File: config.mk
export PLATFORM = sky130hd
export DESIGN_NAME = ebs_strobe
export DESIGN_NICKNAME = d
export VERILOG_FILES = /design/src/rtl/ebs_pkg.sv /design/src/rtl/ebs_strobe.sv /design/src/rtl/ebs_byte_sel.sv
export VERILOG_INCLUDE_DIRS = /design/src /design/src/rtl
export SDC_FILE = /design/constraint.sdc
export NUM_CORES = 1
export LEC_CHECK = 0
export ABC_CLOCK_PERIOD_IN_PS = 2500
export BUFFER_PORTS_ARGS = -buffer_cell sky130_fd_sc_hd__buf_2
export CORE_MARGIN = 3
export CORE_UTILIZATION = 35
export CTS_CLUSTER_DIAMETER = 40
export DETAILED_ROUTE_END_ITERATION = 10
export GPL_TIMING_DRIVEN = 0
export SLEW_MARGIN = 20
export SYNTH_ARGS = -nofsm -noshare
export SYNTH_HDL_FRONTEND = slang
export SYNTH_SLANG_ARGS = --single-unit
File: constraint.sdc
create_clock -name hclk -period 2.5 [get_ports hclk]
set_input_delay 0.75 -clock hclk [delete_from_list [all_inputs] [get_ports hclk]]
set_output_delay 0.75 -clock hclk [all_outputs]
set_load 0.005 [all_outputs]
File: src/rtl/ebs_defs.svh
`ifndef EBS_DEFS_SVH
`define EBS_DEFS_SVH
// Register byte offsets on the AHB-Lite slave
`define EBS_OFF_CFG      12'h000
`define EBS_OFF_REQ      12'h004
`define EBS_OFF_STATUS   12'h008
`define EBS_OFF_XDATA    12'h00c
`define EBS_OFF_RDATA    12'h010
// Configuration word fields
`define EBS_CFG_PORT_BIT   0
`define EBS_CFG_WIDE_BIT   1
`define EBS_CFG_FUNC_BIT   2
`define EBS_CFG_NARROW_BIT 3
`define EBS_CFG_MODE_LSB   4
`define EBS_CFG_RESET      32'h0000_0016
// Request word fields
`define EBS_REQ_ADDR_LSB   0
`define EBS_REQ_WRITE_BIT  16
`define EBS_REQ_SIZE_BIT   17
// Phase lengths in hclk cycles, and the phase counter width in bits
`define EBS_ALE_CYC        2
`define EBS_DATA_CYC       4
`define EBS_CNT_W          3
`endif

File: src/rtl/ebs_pkg.sv
`default_nettype none
package ebs_pkg;
	typedef enum logic [1:0] {
		EBS_PIN_PORT = 2'h0,
		EBS_PIN_ALE  = 2'h1,
		EBS_PIN_ADV  = 2'h2
	} ebs_pin_mode_t;
	typedef enum logic [3:0] {
		EBS_IDLE = 4'h1,
		EBS_ADDR = 4'h2,
		EBS_DATA = 4'h4,
		EBS_DONE = 4'h8
	} ebs_state_t;
endpackage
`default_nettype wire

File: src/rtl/ebs_strobe.sv
`include "ebs_defs.svh"
`default_nettype none
module ebs_strobe
	import ebs_pkg::*;
(
	// Clock and reset
	input  wire logic        hclk,
	input  wire logic        hresetn,
	// AHB-Lite slave
	input  wire logic        hsel,
	input  wire logic [11:0] haddr,
	input  wire logic [1:0]  htrans,
	input  wire logic        hwrite,
	input  wire logic [2:0]  hsize,
	input  wire logic        hready,
	input  wire logic [31:0] hwdata,
	output logic      [31:0] hrdata,
	output logic             hreadyout,
	output logic             hresp,
	// External bus pins
	input  wire logic        bus_width_select_input,
	input  wire logic [15:0] muxed_in,
	output logic      [15:0] muxed_out,
	output logic      [15:0] muxed_oe,
	output logic             shared_strobe_pin,
	output logic             upper_byte_pin,
	output logic             rd_n,
	output logic             wr_n
);
	import ebs_pkg::*;

	ebs_state_t             state_q;
	logic [31:0]            cfg_q;
	logic [17:0]            req_q;
	logic [15:0]            xdata_q;
	logic [15:0]            rdata_q;
	logic                   start_q;
	logic [`EBS_CNT_W-1:0]  cnt_q;
	logic                   ph_q;
	logic [11:0]            ph_addr_q;
	logic                   ph_write_q;
	logic                   wide_bus;
	logic                   upper_lane;
	logic                   lower_lane;
	logic                   ale_q;
	logic                   adv_n_q;
	logic                   port5_bit_zero;
	ebs_pin_mode_t          pin_mode;

	wire logic byte_pin_function_select = cfg_q[`EBS_CFG_FUNC_BIT];
	wire logic wide_bus_allow_bit       = cfg_q[`EBS_CFG_WIDE_BIT];
	wire logic narrow_bus_allow_bit     = cfg_q[`EBS_CFG_NARROW_BIT];
	wire logic lowest_address_bit       = req_q[`EBS_REQ_ADDR_LSB];
	// A taken request that has not started yet already counts as busy
	wire logic busy                     = start_q || state_q != EBS_IDLE;
	wire logic take = hsel && hready && htrans[1];

	assign pin_mode       = ebs_pin_mode_t'(cfg_q[`EBS_CFG_MODE_LSB +: 2]);
	assign port5_bit_zero = cfg_q[`EBS_CFG_PORT_BIT];
	assign hreadyout      = 1'b1;
	assign hresp          = 1'b0;

	always_comb begin
		if (wide_bus_allow_bit && narrow_bus_allow_bit)
			wide_bus = bus_width_select_input;
		else
			wide_bus = wide_bus_allow_bit;
	end

	ebs_byte_sel u_sel (
		.wide_bus           (wide_bus),
		.word_access        (req_q[`EBS_REQ_SIZE_BIT]),
		.lowest_address_bit (lowest_address_bit),
		.upper_lane         (upper_lane),
		.lower_lane         (lower_lane)
	);

	// Address phase capture
	always_ff @(posedge hclk or negedge hresetn) begin
		if (!hresetn) begin
			ph_q       <= 1'b0;
			ph_addr_q  <= 12'h000;
			ph_write_q <= 1'b0;
		end else if (hready) begin
			ph_q       <= take;
			ph_addr_q  <= haddr;
			ph_write_q <= hwrite;
		end
	end

	wire logic wr_en = ph_q && ph_write_q;

	always_ff @(posedge hclk or negedge hresetn) begin
		if (!hresetn)
			cfg_q <= `EBS_CFG_RESET;
		else if (wr_en && ph_addr_q == `EBS_OFF_CFG)
			cfg_q <= hwdata;
	end

	// Requests while busy are dropped, status shows busy
	always_ff @(posedge hclk or negedge hresetn) begin
		if (!hresetn) begin
			req_q   <= 18'h00000;
			start_q <= 1'b0;
		end else begin
			start_q <= 1'b0;
			if (wr_en && ph_addr_q == `EBS_OFF_REQ && !busy) begin
				req_q   <= hwdata[17:0];
				start_q <= 1'b1;
			end
		end
	end

	always_ff @(posedge hclk or negedge hresetn) begin
		if (!hresetn)
			xdata_q <= 16'h0000;
		else if (wr_en && ph_addr_q == `EBS_OFF_XDATA)
			xdata_q <= hwdata[15:0];
	end

	// Cycle sequencer
	always_ff @(posedge hclk or negedge hresetn) begin
		if (!hresetn) begin
			state_q <= EBS_IDLE;
			cnt_q   <= '0;
		end else begin
			unique case (state_q)
			EBS_IDLE: begin
				if (start_q) begin
					state_q <= EBS_ADDR;
					cnt_q   <= '0;
				end
			end
			EBS_ADDR: begin
				if (cnt_q == `EBS_CNT_W'(`EBS_ALE_CYC - 1)) begin
					state_q <= EBS_DATA;
					cnt_q   <= '0;
				end else begin
					cnt_q <= cnt_q + 1'b1;
				end
			end
			EBS_DATA: begin
				if (cnt_q == `EBS_CNT_W'(`EBS_DATA_CYC - 1))
					state_q <= EBS_DONE;
				else
					cnt_q <= cnt_q + 1'b1;
			end
			EBS_DONE:
				state_q <= EBS_IDLE;
			endcase
		end
	end

	// Read data captured on the last data cycle
	always_ff @(posedge hclk or negedge hresetn) begin
		if (!hresetn)
			rdata_q <= 16'h0000;
		else if (state_q == EBS_DATA && !req_q[`EBS_REQ_WRITE_BIT] &&
			cnt_q == `EBS_CNT_W'(`EBS_DATA_CYC - 1))
			rdata_q <= muxed_in;
	end

	// strobe pulse in the address phase only
	always_ff @(posedge hclk or negedge hresetn) begin
		if (!hresetn)
			ale_q <= 1'b0;
		else
			ale_q <= (state_q == EBS_IDLE && start_q) ||
				(state_q == EBS_ADDR &&
				cnt_q != `EBS_CNT_W'(`EBS_ALE_CYC - 1));
	end

	always_ff @(posedge hclk or negedge hresetn) begin
		if (!hresetn)
			adv_n_q <= 1'b1;
		else
			adv_n_q <= !((state_q == EBS_IDLE && start_q) ||
				state_q == EBS_ADDR || state_q == EBS_DATA &&
				cnt_q != `EBS_CNT_W'(`EBS_DATA_CYC - 1));
	end

	always_comb begin
		unique case (pin_mode)
		EBS_PIN_ALE:  shared_strobe_pin = ale_q;
		EBS_PIN_ADV:  shared_strobe_pin = adv_n_q;
		default:      shared_strobe_pin = port5_bit_zero;
		endcase
	end

	// address stands on the lines while the latch strobe is high
	always_comb begin
		muxed_out = xdata_q;
		muxed_oe  = 16'h0000;
		if (state_q == EBS_ADDR) begin
			muxed_out = req_q[15:0];
			muxed_oe  = 16'hffff;
		end else if (state_q == EBS_DATA && req_q[`EBS_REQ_WRITE_BIT]) begin
			muxed_oe  = 16'hffff;
		end
	end

	wire logic in_data = state_q == EBS_DATA;
	wire logic wr_cyc  = in_data && req_q[`EBS_REQ_WRITE_BIT];

	assign rd_n = !(in_data && !req_q[`EBS_REQ_WRITE_BIT]);
	assign wr_n = !(wr_cyc && lower_lane);

	always_comb begin
		if (byte_pin_function_select)
			upper_byte_pin = !(!adv_n_q && wide_bus && upper_lane);
		else
			upper_byte_pin = !(wr_cyc && upper_lane);
	end

	always_ff @(posedge hclk or negedge hresetn) begin
		if (!hresetn)
			hrdata <= 32'h0000_0000;
		else if (take && !hwrite) begin
			unique case (haddr)
			`EBS_OFF_CFG:    hrdata <= cfg_q;
			`EBS_OFF_REQ:    hrdata <= {14'h0000, req_q};
			`EBS_OFF_STATUS: hrdata <= {31'h0000_0000, busy};
			`EBS_OFF_XDATA:  hrdata <= {16'h0000, xdata_q};
			`EBS_OFF_RDATA:  hrdata <= {16'h0000, rdata_q};
			default:         hrdata <= 32'h0000_0000;
			endcase
		end
	end
endmodule
`default_nettype wire

File: src/rtl/ebs_byte_sel.sv
`default_nettype none
module ebs_byte_sel (
	// Transfer description
	input  wire logic wide_bus,
	input  wire logic word_access,
	input  wire logic lowest_address_bit,
	// Lane results
	output logic      upper_lane,
	output logic      lower_lane
);
	always_comb begin
		if (!wide_bus) begin
			upper_lane = 1'b0;
			lower_lane = 1'b1;
		end else if (word_access) begin
			upper_lane = 1'b1;
			lower_lane = 1'b1;
		end else begin
			upper_lane = lowest_address_bit;
			lower_lane = !lowest_address_bit;
		end
	end
endmodule
`default_nettype wire

## Word level (Yosys, flattened, before mapping)

Index checks and enable logic that the tools add are counted.

| word-level totals | value |
|---|---|
| logic and storage cells | 93 |
| register bits | 138 |
| input port bits | 71 |

| cells by class | value |
|---|---|
| mux-type cells | 20 |
| add/subtract/negate cells | 1 |
| equal/unequal tests | 21 |
| reductions and logical operators | 38 |

Operators by type and width:

| kind | count |
|---|---|
| one-hot mux 32 bit (5 select lines) | 1 |
| two-way mux 16 bit | 3 |
| == test 12 x 4 -> 1 bit, second input constant | 3 |
| == test 12 x 3 -> 1 bit, second input constant | 2 |
| logical NOT 12 bit | 2 |
| logical AND 1 bit | 19 |
| one-hot mux 4 bit (4 select lines) | 1 |
| == test 12 x 5 -> 1 bit, second input constant | 1 |
| two-way mux 4 bit | 3 |
| logical NOT 1 bit | 10 |
| two-way mux 3 bit | 3 |
| one-hot mux 3 bit (3 select lines) | 1 |
| two-way mux 1 bit | 7 |
| != test 2 bit, second input constant | 3 |
| AND reduction 3 bit | 2 |
| == test 4 x 1 -> 1 bit, second input constant | 1 |
| == test 4 x 2 -> 1 bit, second input constant | 1 |
| == test 4 x 3 -> 1 bit, second input constant | 1 |
| == test 4 bit, second input constant | 1 |
| logical OR 1 bit | 4 |
| != test 4 x 1 -> 1 bit, second input constant | 1 |
| adder 3 x 1 -> 3 bit, second input constant | 1 |
| == test 3 x 1 -> 1 bit, second input constant | 1 |
| == test 3 x 2 -> 1 bit, second input constant | 1 |
| 7 further kinds | 7 |

## Depth between registers and ports, before layout

Gate-level depths: netlist (run 1).

| depth | value |
|---|---|
| word-level depth | 6 |
| mapped depth | 7 |
| gate-level depth less buffers | 6 |

## Cells and area by module

From an unflattened synthesis (run 1), not the netlist that was laid out.

| second synthesis, totals | value |
|---|---|
| cells, all modules | 491 |
| area total of the unflattened synthesis | 6,346.1 um2 |

Modules (own cells, without submodules):

| module | cells an instance | instances | area an instance (um2) | seq. area each (um2) |
|---|---|---|---|---|
| ebs_strobe | 489 | 1 | 6,331.1 | 3,459.6 |
| ebs_byte_sel | 2 | 1 | 15.0 | 0.0 |

## Worst setup path after synthesis (run 1)

OpenSTA, ideal clock, no wires.

| path | value |
|---|---|
| path kind | reg2out |
| from | reg state_q[1] |
| to | out muxed_oe[10] |
| data required time | 1.750 ns |
| buffers on the path | 3 |
| stages on the path, launching flop included | 7 |
| data arrival time | 1.695 ns |
| setup slack | 0.055 ns |
| cells stage by stage | dfrtp_1 buf_2 nand2b_1 nor3_1 clkbuf_1 a21o_1 buf_4 |

| on the way | value |
|---|---|
| longest elaborated chain between the ends | 4 |
| elaborated cells on any way between the ends | 5 |
| those cells by class | eq/ne: 2; mux: 2; reduce/logical: 1 |

RTL lines:

| what | line | text |
|---|---|---|
| start, declared | ebs_strobe.sv:32 | `ebs_state_t state_q;` |
| start signal, assigned | ebs_strobe.sv:124 | `state_q <= EBS_IDLE;` |
| start signal, assigned | ebs_strobe.sv:130 | `state_q <= EBS_ADDR;` |
| start signal, assigned | ebs_strobe.sv:136 | `state_q <= EBS_DATA;` |
| == test 4 x 3 -> 1 bit | ebs_strobe.sv:197 | `` end else if (state_q == EBS_DATA && req_q[`EBS_REQ_WRITE_BIT]) begin `` |
| logical AND 1 bit | ebs_strobe.sv:197 |  |
| two-way mux 16 bit | ebs_strobe.sv:197 |  |
| two-way mux 16 bit (*) | ebs_strobe.sv:194 | `if (state_q == EBS_ADDR) begin` |
| end, declared | ebs_strobe.sv:24 | `output logic [15:0] muxed_oe,` |

Mark *: on every way between the ends. The rest lies on a longest branch, timed or not.

## Worst setup path after layout (run 1)

| path | value |
|---|---|
| from | reg state_q[3] |
| to | out muxed_out[15] |

| on the way | value |
|---|---|
| longest elaborated chain between the ends | 2 |

RTL lines:

| what | line | text |
|---|---|---|
| == test 4 x 2 -> 1 bit | ebs_strobe.sv:194 |  |
| two-way mux 16 bit | ebs_strobe.sv:194 |  |
| end, declared | ebs_strobe.sv:23 | `output logic [15:0] muxed_out,` |

No other way between the ends.

==> results of run 1 <==
[report_power, final]
group          switching (W)  internal (W)  total [W]
clock               0.000915       0.00150    0.00242
sequential          0.000129       0.00244    0.00257
combinational       0.000780       0.00113    0.00191
total                0.00182       0.00508    0.00690
[state kept, by name, indices dropped and copies added (netlist names)]
signal	cells
cnt_q	3
rdata_q	16
ph_q	1
xdata_q	16
cfg_q	32
hrdata	32
state_q	4
ph_write_q	1
start_q	1
ph_addr_q	12
ale_q	1
req_q	18
adv_n_q	1
[through the flow]
stage | total power (W) | hold slack [ns]
after global placement | 0.00397 | 0.464
after global routing | 0.00722 | 0.285
after detailed placement | 0.00402 | 0.472
after floorplan | 0.00345 | 0.454
final | 0.00690 | 0.259
after CTS | 0.00684 | 0.268
[layer usage]
metal | share of wire | up-vias | GRT usage
li1 | - | 2099 | -
met1 | 0.45 | 2280 | 0.228
met4 | 0.029 | 2 | 0.0816
met5 | 0.00063 | - | 0
met3 | 0.044 | 36 | 0.0448
met2 | 0.48 | 130 | 0.285
[timing repair]
action	in CTS	in global routing
pin swaps	4	2
setup buffers	7	5
endpoints found under the setup margin	35	45
hold buffers	0	0
resized for setup	50	10
cloned	2	0
[area by class of cell]
cell class	instances	area [um2]
buffer	45	293
multi-input combinational	294	2700
tap	225	282
timing repair buffer	147	943
fill	1607	9260
clock buffer	22	464
inverter	9	33.8
clock inverter	9	97.6
sequential	138	3460
[placed cells by master, fill, tap and decap left out, drive strengths merged, types with 5 or more instances in the layout]
cell / synthesis / layout
a22o: 14 / 14
a22oi: 16 / 16
buf: 29 / 177
clkbuf: 16 / 37
clkinv: 0 / 6
dfrtp: 133 / 133
dfstp: 5 / 5
ha: 5 / 5
inv: 9 / 9
mux2: 112 / 112
mux2i: 18 / 18
nand2: 24 / 24
nand3b: 5 / 5
nor2: 5 / 5
nor3: 6 / 6
nor4: 7 / 7
o21ai: 24 / 24
o2bb2ai: 16 / 16
[final timing paths]
kind / depth (start not counted) / endpoint
worst max-delay path: 6 / muxed_out[15]
worst min-delay path: 1 / cfg_q[30]
worst max register to register: 7 / rdata_q[13]
worst min register to register: 2 / hrdata[1]
max in group asynchronous: 2 / adv_n_q
min in group hclk: 2 / hrdata[1]
[critical path: stages (launching register included)]
cell and delay, ns:
sky130_fd_sc_hd__dfrtp_1 0.37, sky130_fd_sc_hd__buf_6 0.13, sky130_fd_sc_hd__nor3_4 0.30, sky130_fd_sc_hd__buf_4 0.18
sky130_fd_sc_hd__buf_8 0.13, sky130_fd_sc_hd__mux2_4 0.32, sky130_fd_sc_hd__buf_6 0.12
[kinds of logic after synthesis]
| kind of cell | share of synthesized area |
|---|---|
| DFF | 0.544 |
| muxes | 0.232 |
| AOI/OAI and AO/OA | 0.0948 |
| and+or+nand+nor | 0.0718 |
| buffers and inverters | 0.0452 |
| adders and majority gates | 0.00983 |
| other | 0.00118 |
| xor gates and xnor gates | 0.00138 |
==> summary by stage, run 1 <==
Timing
On the final layout, the worst clock skew is 0.00701 ns. The pin slew with the least headroom to its limit is 0.817 ns. The number of slew-limit violations in the final report was 0.

In the final timing run, aggregate negative setup slack is -5.93 ns. The number of endpoints with negative hold slack in the final report was 0. The worst max-slew margin expressed relative to the limit is 0.455.

The minimum clock period after layout is 2.72 ns. Dividing the final minimum period by the clock period gives 1.09. The maximum achievable frequency is 368 MHz. Setup repair after global routing could not meet its margin everywhere. The post-layout worst setup margin is -0.218 ns. Setup violations remaining at the end of the flow were counted as 34.

Floorplanning
In this run the vertical extent of the chip is 141 um. The die covers 0.0198 mm2. The number of I/O pins is 141. The starting density of the core is 0.363.

Row generation in the floorplan step produced 48 rows. The region available for standard cell placement spans 0.0175 mm2. The die span in x is 141 um.

Logic synthesis
The number of distinct library cells after synthesis is 54. In the post-synthesis netlist, the biggest area contributors are sky130_fd_sc_hd__dfrtp_1 (52%), sky130_fd_sc_hd__mux2_2 (18%), sky130_fd_sc_hd__mux2i_1 (2.8%), sky130_fd_sc_hd__mux2_4 (2.4%), sky130_fd_sc_hd__o2bb2ai_1 (2.2%). The commonest cells after synthesis are sky130_fd_sc_hd__dfrtp_1 (133), sky130_fd_sc_hd__mux2_2 (99), sky130_fd_sc_hd__nand2_1 (24). The most used flip-flop cell after synthesis is sky130_fd_sc_hd__dfrtp_1.

The synthesized netlist occupies a cell area of 0.00636 mm2. The cell count after synthesis is 486. The most instantiated library cell after synthesis is sky130_fd_sc_hd__dfrtp_1. For this run, the number of Yosys warnings is 0. When the netlist entered floorplanning its net count stood at 562. The number of register bits inferred by synthesis is 138. Yosys mapped a number of flops with a built-in enable equal to 0. The synthesized design spends more area on one cell type than any other, namely sky130_fd_sc_hd__dfrtp_1. The average instance area after synthesis is 13.1 um2. The share of async-settable or async-resettable flops after synthesis is 1.00. Of the post-synthesis cell area, the dominant cell type holds 0.523. The share of synthesized area occupied by flip-flops and latches is 0.544.

Routing
The first-pass detailed-route iteration total is 4. The first routing iteration left 261 violations. The via count is 4547.

The post-detailed-route DRC marker count is 0. Dividing the detail-routed via count by the number of cells gives 5.11. The count of nets left with antenna violations after detail routing is 0. The average routed wire per standard cell is 19.5 um. The routed wire length is 17400 um.

Finish
From synthesis to final layout, the design area changed by 30.0%. The repair_antennas step left the layout with diodes totalling 0. The area of all placed cells without fillers is 0.00828 mm2. The fraction of final layout cells with drive strength greater than 1 is 0.495. The final cell count without fillers is 889.

The net count reported at finish is 728. The final cell utilization of the core is 0.472.

Worst setup path
The worst register-to-register path begins at state_q[1]. For flop-to-flop paths, the worst setup slack is 0.22 ns. The first element of the critical path is state_q[3]. The required time of the critical path is 1.75 ns. The startpoint type of the worst setup path is a flip-flop. The worst setup path is captured at a primary output. The maximum fanout count along the critical path is 5. The arrival time at the worst endpoint is 1.97 ns. The critical path in this run is classified as flip-flop to primary output.

CTS
TritonCTS built the clock tree. Clock-pin slew was measured on the worst setup and hold paths at 0.06 ns. The total number of H-tree levels is 4. For the worst-skew pair, the clock arrives at the later sink with an insertion delay of 0.42 ns. The number of clock sinks seen by CTS is 138. The buffer cell driving the clock tree root is sky130_fd_sc_hd__clkbuf_16.

The number of buffers inserted during clock tree synthesis is 17. The maximum count of clock buffers along a single path is 2.

Worst hold path
The kind of path behind the tightest hold check is primary input to asynchronous set/reset pin.

Power
The leakage dissipation is 3.93 nW. For this design the ratio of total power to cell area is 834 mW/mm2. The maximum vdd ir drop is 0.000518 V.

Placement
In this run the tool buffered the top-level ports with 132 buffer cells. The routability congestion estimate is 0.773. After detailed placement, the total cell area comes to 0.00734 mm2. In this run, placement finished with an instance count of 844. The worst setup slack before clock tree synthesis is -0.497 ns.

The post-DP HPWL is 12000 um.

Outcome
The run finished, with violations left. The final reports fail on setup timing.

Global route
The via count of the first global-routing pass was 4933. The largest net degree at the start of global routing is 80. The first global-routing pass estimated 27200 um of wire. The initial antenna violation count is 1.

Across every metal layer, demand over resource in global routing totals 0.178. Global routing finished with a remaining overflow of 0.

Job
Max-cap violations in this run came to 0.
Power figures use the tool's default switching activity.
==> inputs of run 2 (changes only) <==
--- a/config.mk
+++ b/config.mk
@@ -10,9 +10,9 @@
 export BUFFER_PORTS_ARGS = -buffer_cell sky130_fd_sc_hd__buf_2
 export CORE_MARGIN = 3
 export CORE_UTILIZATION = 35
+export CTS_BUF_LIST = sky130_fd_sc_hd__clkbuf_8 sky130_fd_sc_hd__clkbuf_16
 export CTS_CLUSTER_DIAMETER = 40
 export DETAILED_ROUTE_END_ITERATION = 10
-export GPL_TIMING_DRIVEN = 0
 export SLEW_MARGIN = 20
 export SYNTH_ARGS = -nofsm -noshare
 export SYNTH_HDL_FRONTEND = slang
==> run 2 against run 1 <==
Against the previous run: global-route usage is 0.11 points higher; routed wire length shrank 0.51%; fmax rose by 4.1%; critical path type unchanged; non-clock buffer count down 27; die area unchanged; the flow still finishes with violations (setup timing); final cell count is 2.8% lower; combinational power down 4%; sequential share of layout area is 0.50 points lower; worst setup slack gained 0.11 ns.
==> summary by stage, run 2 (synthesis gave the netlist of run 1 again) <==
Outcome
The run finished, with violations left. The final reports fail on setup timing.

Power
The maximum vdd ir drop is 0.000515 V. The power dissipated by switching net loads is 0.00184 W. The internal power is 0.00542 W. The clock network fraction of total power is 0.390. The power per cell area is 865 mW/mm2.

Of the total power, combinational logic draws 0.252. The switching power as a share of total power is 0.254. Of the total power, registers draw 0.358. The leakage dissipation is 3.95 nW.

Finish
The largest registers in the layout are cfg_q x32, hrdata x32, req_q x18. In the layout the commonest cells are sky130_fd_sc_hd__dfrtp_1 (130), sky130_fd_sc_hd__buf_2 (102), sky130_fd_sc_hd__mux2_2 (83). Compared with the post-synthesis result, the final layout area differs by 31.7%. The most frequent standard cell in the layout excluding fill and tap cells is sky130_fd_sc_hd__dfrtp_1. The net count of the finished layout is 702. The fraction of final layout cells with drive strength greater than 1 is 0.507. Once layout is complete, the cells apart from fillers number 864.

The repair_antennas step left the layout with diodes totalling 0. The count of filler cells inserted in the layout is 1592.

Floorplanning
The total core area is 0.0175 mm2. The standard-cell row count is 48. The number of I/O pins is 141.

For this configuration, the core starts out at a cell density of 0.363. The die is 141 um tall. The floorplan step set the die width to 141 um. The floorplan step defined a die boundary enclosing 0.0198 mm2.

CTS
After clock tree synthesis, the clock-pin slew on the worst setup and hold paths is 0.06 ns. The clock latency reported for the late side of the worst-skew pair is 0.42 ns. The root buffer cell chosen for the clock tree is sky130_fd_sc_hd__clkbuf_16. The maximum count of clock buffers along a single path is 2.

The number of hold buffers added after CTS was 0. The number of buffers inserted during clock tree synthesis is 17. The number of clock sinks seen by CTS is 138. The total number of H-tree levels is 4. TritonCTS built the clock tree.

Timing
The number of failing setup endpoints in the final timing report is 25. The number of endpoints with negative hold slack in the final report came to 0. Setup repair after global routing could not meet its margin everywhere. Dividing the final minimum period by the clock period gives 1.04. The clock skew is 0.00610 ns. Across all setup checks in the final design, the least slack found is -0.110 ns.

For the pin with the worst max-slew slack, the measured transition is 0.508 ns. The maximum achievable frequency is 383 MHz. The worst max-slew margin expressed relative to the limit is 0.661.

The number of slew-limit violations in the final report was 0. The final hold slack is 0.242 ns. The minimum clock period after layout is 2.61 ns.

Routing
Once detail routing completed, the nets flagged for antenna violations numbered 0. The routed wire length is 17300 um. The initial DRC count is 252. The first-pass detailed-route iteration total is 5.

The post-detailed-route DRC marker count is 0. The via count is 4485. The average routed wire per standard cell is 20.0 um.

The number of vias per cell is 5.19.

Global route
For this run, the total global-route usage over all layers was measured as 0.179. The residual overflow from global routing is 0. The initial antenna violation count came to 1. The via count of the first global-routing pass is 4894.

The largest net degree at the start of global routing is 52. The wire length of the first global-routing pass is 27600 um.

Worst hold path
In this run the worst hold path is classified as primary input to asynchronous set/reset pin.

Placement
The wire-length estimate of the detail-placed layout is 11100 um. The routability congestion estimate is 0.806. The count of input and output buffers is 134. The number of placed instances, taps included is 820. The worst setup slack before clock tree synthesis is 0.125 ns.

Job
Max-cap violations in this run came to 0.

Worst setup path
The arrival time at the worst endpoint is 1.86 ns. The required time of the critical path is 1.75 ns. The maximum fanout count along the critical path is 6.

STA classifies the critical path endpoint as a primary output. The worst setup path is launched from a flip-flop. The type of the worst setup path is flip-flop to primary output.
## run 2: changes by cell type in the layout (fill, tap and decap cells not counted), sizes merged
cell,change
clkinvlp,+2
a21o,+1
clkbuf,-19
clkinv,-2
bufinv,+4
buf,-12
inv,+1
## run 2: layout make-up
class	instances	area [um2]	area share
Sequential cell	138	3460	0.413
Multi-Input combinational cell	295	2720	0.324
Timing Repair Buffer	165	1220	0.146
Clock buffer	18	439	0.0524
Tap cell	225	282	0.0336
Clock inverter	14	226	0.0270
Inverter	9	33.8	0.00403
## run 2: path summary, 6_finish.rpt
kind	from	to	slack (ns)	cells after the start
max in group asynchronous	hresetn	cfg_q[4]	1.57	2
min reg2reg	hrdata[1]	hrdata[1]	0.48	2
min in group hclk	hrdata[1]	hrdata[1]	0.48	2
min	hresetn	xdata_q[11]	0.24	1
max	state_q[3]	muxed_out[10]	-0.11	5
max reg2reg	state_q[0]	req_q[12]	0.15	6
## run 2: per-stage QoR
step	setup TNS (ns)	power, W	utilization	cell area (um2)
2_1_floorplan	0	0.00345	-	6360
3_5_place_dp	0	0.00386	0.417	7310
4_1_cts	-2.65	0.00715	0.472	8290
6_report	-1.33	0.00726	0.478	8390
3_3_place_gp	0	0.00382	0.417	7310
5_1_grt	-3.82	0.00759	0.478	8390
## run 2: power by group through the flow
stage | logic, W | clock network [W] | registers [W]
finish | 0.00183 | 0.00283 | 0.00260
global route | 0.00197 | 0.00299 | 0.00262
CTS | 0.00167 | 0.00288 | 0.00260
detailed placement | 0.00123 | 0 | 0.00263
global placement | 0.00121 | 0 | 0.00261
floorplan | 0.000892 | 0 | 0.00256
## run 2: what timing repair did
action,CTS,global route
hold endpoints to repair,0,0
gates cloned,2,1
endpoints found under the setup margin,34,35
resized for setup,44,18
buffers inserted,8,2
pin swaps,4,2
## run 2: critical path, cell delays in order, from the launching register on
cell and delay (ns):
sky130_fd_sc_hd__dfrtp_2 0.46, sky130_fd_sc_hd__nor3_4 0.24, sky130_fd_sc_hd__buf_6 0.16, sky130_fd_sc_hd__buf_12 0.14, sky130_fd_sc_hd__mux2_4 0.32, sky130_fd_sc_hd__buf_6 0.12
## run 2: layer usage
| metal | wire, um | vias to the layer above | GRT usage | part of all wire |
|---|---|---|---|---|
| li1 | - | 2048 | - | - |
| met1 | 7930 | 2291 | 0.242 | 0.46 |
| met2 | 8250 | 121 | 0.283 | 0.48 |
| met3 | 813 | 23 | 0.0438 | 0.047 |
| met4 | 273 | 2 | 0.0622 | 0.016 |
| met5 | 13 | - | 0 | 0.00075 |
